File: src/hw/phy_resp_regs.vh
// Constants shared by the physical layer request responder.
`ifndef PHY_RESP_REGS_VH
`define PHY_RESP_REGS_VH
// Request opcodes on REQ_OP_I.
`define OP_NOISE   3'h0
`define OP_SNR     3'h1
`define OP_ZCROSS  3'h2
`define OP_CCA     3'h3
`define OP_CH_SET  3'h4
`define OP_CH_GET  3'h5
`define OP_RESET   3'h6
`define OP_SLEEP   3'h7
// Widths.
`define DESC_W     8
`define TIME_W     20
`define DATA_W     20
// Medium descriptor bit that marks a radio medium.
`define DESC_RF_BIT 7
// Descriptor reset value.
`define DESC_RST   8'h00
// Result codes.
`define RES_OK     2'h0
`define RES_FAIL   2'h1
`define RES_ASLEEP 2'h2
// Noise level scale: dBuV for power line, negative dBm for radio.
`define NL_PLC_BASE 8'h32
`define NL_RF_BASE  8'h6B
`define NL_STEP     8'h03
`define NL_MAX_CODE 4'hF
// Signal to noise scale in dB.
`define SNR_BASE    8'h00
`define SNR_STEP    8'h03
`define SNR_MAX     3'h7
// Timestamp tick: 10 us at 40 ns clock.
`define TICK_NS     10000
`define CLK_NS      40
`define TICK_CYC    (`TICK_NS / `CLK_NS)
`define TICK_CNT_W  9
`endif

File: src/hw/level_quantizer.v
// Maps a level above a floor to a step code with saturation.
`timescale 1ns/1ps
`include "phy_resp_regs.vh"
module level_quantizer
#(
  parameter CODE_W = 4
)
(
  input  wire [7:0]        level_i,
  input  wire [7:0]        base_i,
  input  wire [7:0]        step_i,
  input  wire              invert_i,
  output reg  [CODE_W-1:0] code_o
);
  reg [7:0] diff;
  reg [8:0] lim;
  integer   k;

  // Code k covers up to base+k*step; the top code means above the last.
  // Radio noise is given as a magnitude in dBm, so a larger value is
  // quieter and the comparison is turned round.
  always @*
  begin
    diff   = 8'h00;
    lim    = 9'h000;
    code_o = {CODE_W{1'b1}};
    if (invert_i)
      diff = (level_i >= base_i) ? 8'h00 : base_i - level_i;
    else
      diff = (level_i <= base_i) ? 8'h00 : level_i - base_i;
    for (k = (1 << CODE_W) - 2; k >= 0; k = k - 1)
    begin
      lim = k[8:0] * {1'b0, step_i};
      if ({1'b0, diff} <= lim)
        code_o = k[CODE_W-1:0];
    end
  end
endmodule

File: src/hw/tick_timer.v
// Free-running 20-bit timebase counting in steps of ten microseconds.
`timescale 1ns/1ps
`include "phy_resp_regs.vh"
module tick_timer
(
  input  wire               clk_i,
  input  wire               resetn_i,
  input  wire               clear_i,
  output reg  [`TIME_W-1:0] time_o
);
  reg [`TICK_CNT_W-1:0] pre_q;

  // Prescaler divides the clock down to one tick each 10 us.
  always @(posedge clk_i or negedge resetn_i)
  begin
    if (!resetn_i)
    begin
      pre_q  <= {`TICK_CNT_W{1'b0}};
      time_o <= {`TIME_W{1'b0}};
    end
    else if (clear_i)
    begin
      pre_q  <= {`TICK_CNT_W{1'b0}};
      time_o <= {`TIME_W{1'b0}};
    end
    else if (pre_q == `TICK_CYC - 1)
    begin
      pre_q  <= {`TICK_CNT_W{1'b0}};
      time_o <= time_o + 1'b1;
    end
    else
      pre_q <= pre_q + 1'b1;
  end
endmodule

File: src/hw/phy_service_primitive_responder.v
// Responder for control and management requests from the MAC controller.
`timescale 1ns/1ps
`include "phy_resp_regs.vh"
module phy_service_primitive_responder
(
  input  wire               CLK_I,
  input  wire               RESETN_I,
  input  wire               REQ_VALID_I,
  input  wire [2:0]         REQ_OP_I,
  input  wire [`DESC_W-1:0] REQ_DESC_I,
  input  wire               MGMT_ENABLE_I,
  input  wire [7:0]         NOISE_LEVEL_I,
  input  wire [7:0]         FRAME_SIGNAL_I,
  input  wire [7:0]         FRAME_NOISE_I,
  input  wire               FRAME_END_I,
  input  wire               ZERO_CROSS_I,
  input  wire               LINK_ACTIVITY_I,
  input  wire [7:0]         ENERGY_I,
  input  wire [15:0]        ASSESS_DURATION_I,
  input  wire [7:0]         ASSESS_THRESHOLD_I,
  input  wire               TX_BUSY_I,
  input  wire               INTERNAL_FAULT_I,
  output reg                CNF_VALID_O,
  output reg  [2:0]         CNF_OP_O,
  output reg  [1:0]         CNF_RESULT_O,
  output reg  [`DATA_W-1:0] CNF_DATA_O,
  output reg  [`TIME_W-1:0] CNF_ELAPSED_O,
  output reg  [`DESC_W-1:0] CNF_DESC_O,
  output reg  [`DESC_W-1:0] MEDIUM_DESC_O,
  output reg                RX_ENABLE_O,
  output reg                SLEEP_O,
  output reg                FLUSH_O
);
  // One-hot states.
  localparam ST_IDLE  = 4'h1;
  localparam ST_CCA   = 4'h2;
  localparam ST_SLEEP = 4'h4;
  localparam ST_ANSW  = 4'h8;

  reg  [3:0]         state_q;
  reg  [2:0]         op_q;
  reg  [`DESC_W-1:0] desc_q;
  reg  [7:0]         snr_q;
  reg  [`TIME_W-1:0] zc_time_q;
  reg  [`TIME_W-1:0] act_time_q;
  reg  [`TIME_W-1:0] gap_q;
  reg  [15:0]        cca_cnt_q;
  reg                cca_busy_q;
  reg  [1:0]         res_q;
  reg                asleep_q;
  reg  [1:0]         zc_sync_q;
  reg                zc_hist_q;
  reg  [1:0]         fe_sync_q;
  reg                fe_prev_q;
  reg  [1:0]         act_sync_q;
  reg                act_prev_q;
  reg  [1:0]         fault_sync_q;
  reg  [1:0]         tx_sync_q;
  wire [`TIME_W-1:0] now;
  wire [3:0]         noise_code;
  wire [2:0]         snr_code;
  wire               rf_medium;
  wire               zc_edge;
  wire               fe_edge;
  wire               act_edge;
  wire               req_take;

  assign rf_medium = desc_q[`DESC_RF_BIT];
  assign zc_edge   = zc_sync_q[1] & ~zc_hist_q;
  assign fe_edge   = fe_sync_q[1] & ~fe_prev_q;
  assign act_edge  = act_sync_q[1] & ~act_prev_q;
  assign req_take  = REQ_VALID_I & state_q[0];

  // Shared timebase; a management reset restarts it as well.
  tick_timer u_timer
  (
    .clk_i    (CLK_I),
    .resetn_i (RESETN_I),
    .clear_i  (FLUSH_O),
    .time_o   (now)
  );

  // Noise level code; medium type picks the scale.
  level_quantizer #(.CODE_W(4)) u_noise_q
  (
    .level_i  (NOISE_LEVEL_I),
    .base_i   (rf_medium ? `NL_RF_BASE : `NL_PLC_BASE),
    .step_i   (`NL_STEP),
    .invert_i (rf_medium),
    .code_o   (noise_code)
  );

  // Signal to noise code from the last frame's captured ratio.
  level_quantizer #(.CODE_W(3)) u_snr_q
  (
    .level_i  (snr_q),
    .base_i   (`SNR_BASE),
    .step_i   (`SNR_STEP),
    .invert_i (1'b0),
    .code_o   (snr_code)
  );

  // Zero cross, frame end, link activity, fault and transmit busy pins pass two flip-flops before use.
  always @(posedge CLK_I or negedge RESETN_I)
  begin
    if (!RESETN_I)
    begin
      zc_sync_q    <= 2'h0;
      zc_hist_q    <= 1'b0;
      fe_sync_q    <= 2'h0;
      fe_prev_q    <= 1'b0;
      act_sync_q   <= 2'h0;
      act_prev_q   <= 1'b0;
      fault_sync_q <= 2'h0;
      tx_sync_q    <= 2'h0;
    end
    else
    begin
      zc_sync_q    <= {zc_sync_q[0], ZERO_CROSS_I};
      zc_hist_q    <= zc_sync_q[1];
      fe_sync_q    <= {fe_sync_q[0], FRAME_END_I};
      fe_prev_q    <= fe_sync_q[1];
      act_sync_q   <= {act_sync_q[0], LINK_ACTIVITY_I};
      act_prev_q   <= act_sync_q[1];
      fault_sync_q <= {fault_sync_q[0], INTERNAL_FAULT_I};
      tx_sync_q    <= {tx_sync_q[0], TX_BUSY_I};
    end
  end

  // Measurement capture. SNR is latched once per received frame, not
  // averaged, so a query always reflects the latest frame alone.
  always @(posedge CLK_I or negedge RESETN_I)
  begin
    if (!RESETN_I)
    begin
      snr_q      <= 8'h00;
      zc_time_q  <= {`TIME_W{1'b0}};
      act_time_q <= {`TIME_W{1'b0}};
      gap_q      <= {`TIME_W{1'b0}};
    end
    else if (FLUSH_O)
    begin
      snr_q      <= 8'h00;
      zc_time_q  <= {`TIME_W{1'b0}};
      act_time_q <= {`TIME_W{1'b0}};
      gap_q      <= {`TIME_W{1'b0}};
    end
    else
    begin
      if (fe_edge)
        snr_q <= (FRAME_SIGNAL_I > FRAME_NOISE_I) ?
                 FRAME_SIGNAL_I - FRAME_NOISE_I : 8'h00;
      if (act_edge)
        act_time_q <= now;
      if (zc_edge)
      begin
        zc_time_q <= now;
        gap_q     <= now - act_time_q;
      end
    end
  end

  // Request sequencer and confirm generation.
  always @(posedge CLK_I or negedge RESETN_I)
  begin
    if (!RESETN_I)
    begin
      state_q       <= ST_IDLE;
      op_q          <= 3'h0;
      desc_q        <= `DESC_RST;
      cca_cnt_q     <= 16'h0000;
      cca_busy_q    <= 1'b0;
      res_q         <= `RES_OK;
      asleep_q      <= 1'b0;
      CNF_VALID_O   <= 1'b0;
      CNF_OP_O      <= 3'h0;
      CNF_RESULT_O  <= `RES_OK;
      CNF_DATA_O    <= {`DATA_W{1'b0}};
      CNF_ELAPSED_O <= {`TIME_W{1'b0}};
      CNF_DESC_O    <= `DESC_RST;
      MEDIUM_DESC_O <= `DESC_RST;
      RX_ENABLE_O   <= 1'b1;
      SLEEP_O       <= 1'b0;
      FLUSH_O       <= 1'b0;
    end
    else
    begin
      CNF_VALID_O   <= 1'b0;
      FLUSH_O       <= 1'b0;
      MEDIUM_DESC_O <= desc_q;
      RX_ENABLE_O   <= ~asleep_q & ~state_q[2];
      SLEEP_O       <= asleep_q;
      case (state_q)
        ST_IDLE:
        begin
          if (req_take)
          begin
            op_q  <= REQ_OP_I;
            res_q <= `RES_OK;
            if (REQ_OP_I == `OP_CCA)
            begin
              cca_cnt_q  <= ASSESS_DURATION_I;
              cca_busy_q <= 1'b0;
              state_q    <= ST_CCA;
            end
            else if (REQ_OP_I == `OP_CH_SET)
            begin
              desc_q  <= REQ_DESC_I;
              state_q <= ST_ANSW;
            end
            else if (REQ_OP_I == `OP_RESET)
            begin
              if (!MGMT_ENABLE_I)
                res_q <= `RES_FAIL;
              else if (fault_sync_q[1])
                res_q <= `RES_FAIL;
              else
              begin
                FLUSH_O  <= 1'b1;
                asleep_q <= 1'b0;
                desc_q   <= `DESC_RST;
              end
              state_q <= ST_ANSW;
            end
            else if (REQ_OP_I == `OP_SLEEP)
            begin
              if (!MGMT_ENABLE_I || fault_sync_q[1])
              begin
                res_q   <= `RES_FAIL;
                state_q <= ST_ANSW;
              end
              else if (asleep_q)
              begin
                res_q   <= `RES_ASLEEP;
                state_q <= ST_ANSW;
              end
              else
                state_q <= ST_SLEEP;
            end
            else
              state_q <= ST_ANSW;
          end
        end
        ST_CCA:
        begin
          // Energy detection: any sample above threshold marks busy.
          if (ENERGY_I > ASSESS_THRESHOLD_I)
            cca_busy_q <= 1'b1;
          if (cca_cnt_q == 16'h0000)
            state_q <= ST_ANSW;
          else
            cca_cnt_q <= cca_cnt_q - 16'h0001;
        end
        ST_SLEEP:
        begin
          // Reception goes off at the first clock in this state; wait for transmit to drain.
          if (!tx_sync_q[1])
          begin
            asleep_q <= 1'b1;
            state_q  <= ST_ANSW;
          end
        end
        ST_ANSW:
        begin
          CNF_VALID_O   <= 1'b1;
          CNF_OP_O      <= op_q;
          CNF_RESULT_O  <= res_q;
          CNF_DESC_O    <= desc_q;
          CNF_ELAPSED_O <= {`TIME_W{1'b0}};
          CNF_DATA_O    <= {`DATA_W{1'b0}};
          if (op_q == `OP_NOISE)
            CNF_DATA_O <= {16'h0000, noise_code};
          else if (op_q == `OP_SNR)
            CNF_DATA_O <= {17'h00000, snr_code};
          else if (op_q == `OP_ZCROSS)
          begin
            CNF_DATA_O    <= zc_time_q;
            CNF_ELAPSED_O <= gap_q;
          end
          else if (op_q == `OP_CCA)
            CNF_DATA_O <= {19'h00000, ~cca_busy_q};
          state_q <= ST_IDLE;
        end
        default:
          state_q <= ST_IDLE;
      endcase
    end
  end
endmodule

File: config.mk
export PLATFORM = sky130hd
export DESIGN_NAME = phy_service_primitive_responder
export DESIGN_NICKNAME = d
export VERILOG_FILES = /design/src/hw/level_quantizer.v /design/src/hw/tick_timer.v /design/src/hw/phy_service_primitive_responder.v
export VERILOG_INCLUDE_DIRS = /design/src /design/src/hw
export SDC_FILE = /design/constraint.sdc
export NUM_CORES = 1
export LEC_CHECK = 0
export BUFFER_PORTS_ARGS = -buffer_cell sky130_fd_sc_hd__buf_4
export CORE_MARGIN = 5
export CORE_UTILIZATION = 28
export CTS_CLUSTER_SIZE = 16
export DETAILED_ROUTE_END_ITERATION = 16
export PLACE_DENSITY = 0.45
export SLEW_MARGIN = 20
export SYNTH_ARGS = -nofsm -noshare
export SYNTH_HDL_FRONTEND = slang
export SYNTH_SLANG_ARGS = --single-unit
File: constraint.sdc
create_clock -name CLK_I -period 3.56 [get_ports CLK_I]
set_input_delay 0 -clock CLK_I [delete_from_list [all_inputs] [get_ports CLK_I]]
set_output_delay 0 -clock CLK_I [all_outputs]
set_load 0.005 [all_outputs]
Word-level counts from Yosys, hierarchy flattened

Index checks and enable logic that the tools add are counted.

Register bits: 210
Bits of input ports: 76
Output and inout bits: 65
Logic and storage cells: 212

Add/subtract/negate cells: 7
Magnitude comparators: 27
Eq/ne operators: 24
Multiplexer cells: 93
Bitwise gates (word level): 12
Reductions and logical operators: 18

Operators by type and width:

| kind                                                                  | count |
|---|---|
| 20-bit 2-to-1 mux                                                     | 14 |
| 8-bit 2-to-1 mux                                                      | 11 |
| 4-bit 2-to-1 mux                                                      | 17 |
| 8-bit by 4-bit <= comparator with 1-bit output, second input constant | 6 |
| 8-bit by 5-bit <= comparator with 1-bit output, second input constant | 6 |
| 16-bit 2-to-1 mux                                                     | 3 |
| 8-bit by 6-bit <= comparator with 1-bit output, second input constant | 4 |
| 16-bit case mux with 2 select lines                                   | 1 |
| 8-bit by 1-bit <= comparator with 1-bit output, second input constant | 3 |
| 3-bit 2-to-1 mux                                                      | 8 |
| 1-bit 2-to-1 mux                                                      | 23 |
| 2-bit != test, second input constant                                  | 11 |
| 20-bit by 1-bit adder with 20-bit output, second input constant       | 1 |
| 2-bit 2-to-1 mux                                                      | 10 |
| 20-bit subtractor                                                     | 1 |
| 9-bit 2-to-1 mux                                                      | 2 |
| 8-bit > comparator                                                    | 2 |
| 8-bit by 2-bit <= comparator with 1-bit output, second input constant | 2 |
| 8-bit by 3-bit <= comparator with 1-bit output, second input constant | 2 |
| 16-bit zero test                                                      | 1 |
| 2-bit nonzero test                                                    | 8 |
| 16-bit by 1-bit subtractor with 16-bit output, second input constant  | 1 |
| 4-bit case mux with 3 select lines                                    | 1 |
| 9-bit by 1-bit adder with 9-bit output, second input constant         | 1 |
| other kinds (26)                                                      | 42 |

Logic depth before layout (Yosys ltp)

Depth after elaboration: 21
Gate-level depth with buffers: 15
Gate-level depth less buffers: 14

Modules after synthesis

A second synthesis with hierarchy kept.

Cell total of the unflattened synthesis: 1973
Area total of the unflattened synthesis: 17673.2 um2

By module, submodules not included:

| module                          | instances | cells an instance | area an instance (um2) | seq. area each (um2) |
|---|---|---|---|---|
| phy_service_primitive_responder | 1         | 944               | 9013.6                 | 4531.8 |
| level_quantizer at u_noise_q    | 1         | 566               | 4669.5                 | 0.0 |
| level_quantizer at u_snr_q      | 1         | 305               | 2438.6                 | 0.0 |
| tick_timer                      | 1         | 158               | 1551.5                 | 725.7 |

Worst setup path after synthesis

No wires, ideal clock.

Path kind: reg-to-reg
From: register desc_q[7]
To: register CNF_DATA_O[0]
Library setup time: 126 ps
Data arrival time: 3011 ps
Required time: 3434 ps
Slack: 424 ps
Cell stages (with the launch flop): 14
Path buffers: 2
Period minus slack after synthesis: 3136 ps
Cells stage by stage: dfrtp_1 ha_1 clkbuf_1 and4b_1 a41oi_1 o21a_1 nand2_1 o21ai_0 clkbuf_1 nand2_1 a2111oi_0 a31oi_1 o21ai_0 a21oi_1

Longest elaborated chain between the ends: 21
Elaborated cells between the ends (all ways): 39
Classes of those cells: add/sub: 2; order compare: 17; mux: 20

Ends and longest elaborated chain:

| item                                                                      | line                                       | source |
|---|---|---|
| start, declared                                                           | phy_service_primitive_responder.v:42       | `` reg [`DESC_W-1:0] desc_q; `` |
| start signal, assigned                                                    | phy_service_primitive_responder.v:170      | `` desc_q <= `DESC_RST; `` |
| start signal, assigned                                                    | phy_service_primitive_responder.v:221      | `` desc_q <= `DESC_RST; `` |
| 7-bit 2-to-1 mux (no line)                                                | -                                          |  |
| 8-bit by 7-bit subtractor with 8-bit output, or another cell as far along | level_quantizer.v:30                       | `diff = (level_i <= base_i) ? 8'h00 : level_i - base_i;` |
| 8-bit 2-to-1 mux (on tied branches)                                       | level_quantizer.v:30, level_quantizer.v:28 |  |
| 8-bit 2-to-1 mux *                                                        | level_quantizer.v:27                       | `if (invert_i)` |
| 8-bit by 6-bit <= comparator with 1-bit output                            | level_quantizer.v:34                       | `if ({1'b0, diff} <= lim)` |
| 1-bit 2-to-1 mux                                                          | level_quantizer.v:34                       |  |
| 2-bit 2-to-1 mux (2 in a row)                                             | level_quantizer.v:34                       |  |
| 3-bit 2-to-1 mux (4 in a row)                                             | level_quantizer.v:34                       |  |
| 4-bit 2-to-1 mux (7 in a row)                                             | level_quantizer.v:34                       |  |
| 4-bit 2-to-1 mux *                                                        | level_quantizer.v:34                       |  |
| 20-bit 2-to-1 mux *                                                       | phy_service_primitive_responder.v:271      | `` if (op_q == `OP_NOISE) `` |
| end signal, assigned                                                      | phy_service_primitive_responder.v:270      | `` CNF_DATA_O <= {`DATA_W{1'b0}}; `` |
| end signal, assigned                                                      | phy_service_primitive_responder.v:272      | `CNF_DATA_O <= {16'h0000, noise_code};` |
| end signal, assigned                                                      | phy_service_primitive_responder.v:274      | `CNF_DATA_O <= {17'h00000, snr_code};` |
| end, declared                                                             | phy_service_primitive_responder.v:26       | `` output reg [`DATA_W-1:0] CNF_DATA_O, `` |

Mark *: on every way between the ends. The rest lies on a longest branch, timed or not.
A chain may end at the register's enable or synchronous reset.

Worst setup path after layout

Ends and elaborated chain as after synthesis.

==> metrics.txt <==
outcome complete, no violations; die area 42050 um2; LEAKAGE 6.507 nW; width of the die 205.1 um; final hold violation count 0; synthesized cell area between 10000 and 15000 um2; count leader, synth dfrtp_1; DR vias 8617; fmax between 200 and 300 MHz; maximum vdd drop between 0.0003 and 0.0004 V; DPL Wire Length around 20 mm; sum of buffers and inverters on the critical path 3; RSZ-0062 raised after global routing false; Top Family by Delay on Critical Path compound AO/OA/AOI/OAI gates; Syn Nets approximately 1.2k; Total Routing Usage GR 0.1377; post-synth top area share 0.4886; DR WL/cell 16.09 um; setup_tns 0 ns; H-tree depth 1; Ys Warns 0; CP Cell Sequence ha_1, inv_1, ha_1, o21ai_0, buf_4, nand2_1, a21o_1, a2111oi_0, o32ai_1, buf_4, a2111oi_0, a31oi_1, o21ai_0, a21oi_1; count of final setup violators 0; Synth area leaders dfrtp_1 49%, a22o_1 6.5%, ha_1 5.8%; combinational family with the most area after synthesis compound AO/OA/AOI/OAI gates; cell row count 71; slowest stage cell on the critical path a2111oi_0; max_slew headroom 0.4991; Yosys reg bits 210; CTS tree done; DR pass1 iterations 4; I/O Buffers 140; Final Wtd Congestion 0.8541; post-synthesis sequential area ratio 0.4935; ys async rst share 1.000; area leader, netlist dfrtp_1; DR vias/cell around 4.7; Nets roughly 1.4k; simple-gate portion of the synthesized area 0.1519; Post-synth top cells 208 x dfrtp_1, 116 x nand2_1, 79 x a22o_1, 79 x nor2_1, 70 x o21ai_0; Die Y between 200 and 250 um; post-synthesis compound-gate area fraction 0.2045; ANT cells 0; Post-synth top flop dfrtp_1; fraction of synthesized area in multiplexers 0.005051; I/O Pins about 140; Final ANT Viol Nets 0; Worst-path clk slew approximately 0.06 ns; Layout Utilization 0.3680; Initial Util 0.2835; drt drc 0; Worst Path Required a little under 4 ns; largest net degree at the start of global routing 81; Area growth, synth to finish 29.81%; post-synthesis cell count 1081; initial antenna violation count 0; CP Max Fanout 11; Syn Area/Cell slightly below 10 um2; first-pass GRT wire length 47.77 mm; fill count between 3k and 4k; min Tclk post-route 3.438 ns; Synth Area in Adders 0.06131; CTS root buf clkbuf_16; number of synthesized flops with an enable pin 0; clk sinks 210; Clock Skew 0.01733 ns; post-synthesis xor/xnor area fraction 0.04193; final WL around 30 mm; CP endpoint kind flop; Fin Hold WS 0.01802 ns; clk_lat worst skew 0.53 ns; Yosys cell types 75; layout cells sized above 1 0.1848; actual slew at the worst max-slew pin 0.7505 ns; min-delay worst type input port to flop; Max Cap Viol 0; vias in the first global route 8642; fin. max-slew vios 0; GR Overflow Total 0; Starting DRT DRC Count 448; CP Class flop to flop; pwr/cell area 562.1 nW/um2; Num CTS Buffers 25; worst path arrival time 3.84 ns; Core Region 37580 um2; Crit path largest cell delay 0.53 ns; CP startpoint kind flop; Final period util 0.9658; maximum clock insertion buffer count 3
[final cells by class]
type                    count  area [um2]  area share
repair buffers            226        1887      0.1364
clock inverters             3       40.04    0.002895
flip-flops and latches    210        5259      0.3803
inverters                  68       255.2     0.01846
multi-input cells         757        4986      0.3606
well taps                 511       639.4     0.04624
clock buffers              40       762.0     0.05510
[flip-flops by register name, summed over array words and instances, names as in the netlist, 3 cells and up]
register / flops
state_q: 4
snr_q: 8
u_timer.pre_q: 9
CNF_DATA_O: 20
act_time_q: 20
desc_q: 8
CNF_OP_O: 3
zc_time_q: 20
cca_cnt_q: 16
CNF_DESC_O: 8
gap_q: 20
op_q: 3
u_timer.time_o: 20
CNF_ELAPSED_O: 20
MEDIUM_DESC_O: 8
[layer usage]
layer | wire (um) | global-route usage | part of all wire | vias up
li1 | - | - | - | 4249
met1 | 14200 | 0.2018 | 0.49 | 4185
met2 | 12970 | 0.2115 | 0.44 | 143
met3 | 1538 | 0.02723 | 0.053 | 40
met4 | 488 | 0.02943 | 0.017 | 0
met5 | 0 | 0 | 0 | -
[what timing repair did]
item | in CTS | in global routing
hold buffers | 56 | 0
hold endpoints to repair | 256 | 0
endpoints found under the setup margin | 0 | 4
buffers inserted | 0 | 0
resized for setup | 0 | 3
[report_power, final]
group          leakage [nW]  internal, mW  switching (mW)
logic                  3.31         0.969            1.20
clock network         0.396          1.52           0.993
registers              2.80          2.75           0.343
[cell families (layout without fill, tap and decap cells)]
kind of cell | after synthesis | after routing
flip-flops | 210 | 210
XOR/XNOR | 51 | 51
adder cells (fa/ha/maj) | 51 | 51
multiplexers | 5 | 5
AND/OR/NAND/NOR | 333 | 333
AO/OA/AOI/OAI | 317 | 317
buffers and inverters | 114 | 337
[per-stage QoR]
step	power, mW	cells	cell area, um2	setup slack (ns)
floorplan	4.434	1081	10650	0.4236
global placement	5.262	1716	12440	0.08944
detailed placement	5.262	1716	12440	0.1512
CTS	7.886	1815	13820	0.1217
global route	8.303	1815	13830	0.001859
finish	7.773	1815	13830	0.1218
[final timing paths]
check                           cells past startpoint               startpoint                   endpoint  slack [ns]
worst max-delay path                               14    desc_q[7]$_DFFE_PN0P_  CNF_DATA_O[0]$_DFFE_PN0P_        0.12
worst min-delay path                                4        FRAME_SIGNAL_I[6]       snr_q[6]$_DFFE_PN0P_        0.02
worst max register to register                     14    desc_q[7]$_DFFE_PN0P_  CNF_DATA_O[0]$_DFFE_PN0P_        0.12
worst min register to register                      0  act_sync_q[0]$_DFF_PN0_    act_sync_q[1]$_DFF_PN0_        0.35
max in group asynchronous                           4                 RESETN_I      desc_q[7]$_DFFE_PN0P_        2.38
min in group asynchronous                           3                 RESETN_I       gap_q[1]$_DFFE_PN0P_        0.43
[worst reg2reg max path: cells and delay by family (launching register included)]
| family | cells | cell delay [ns] |
|---|---|---|
| AO/OA/AOI/OAI | 8 | 1.92 |
| adder cells (fa/ha/maj) | 2 | 0.42 |
| buffers and inverters | 3 | 0.42 |
| AND/OR/NAND/NOR | 1 | 0.07 |
| flip-flops | 1 | 0.49 |
[cells in the final DEF (no fill, tap or decap), types with 23 or more instances in the layout]
master,synthesis,final
a21oi_1,66,65
a22o_1,79,79
buf_4,0,167
clkbuf_16,0,25
dfrtp_1,208,207
dlygate4sd3_1,0,55
ha_1,49,49
inv_1,67,67
nand2_1,116,116
nand3_1,23,23
nor2_1,79,79
o21ai_0,70,70
xor2_1,32,32
No activity file was read; power rests on OpenSTA's default activity.
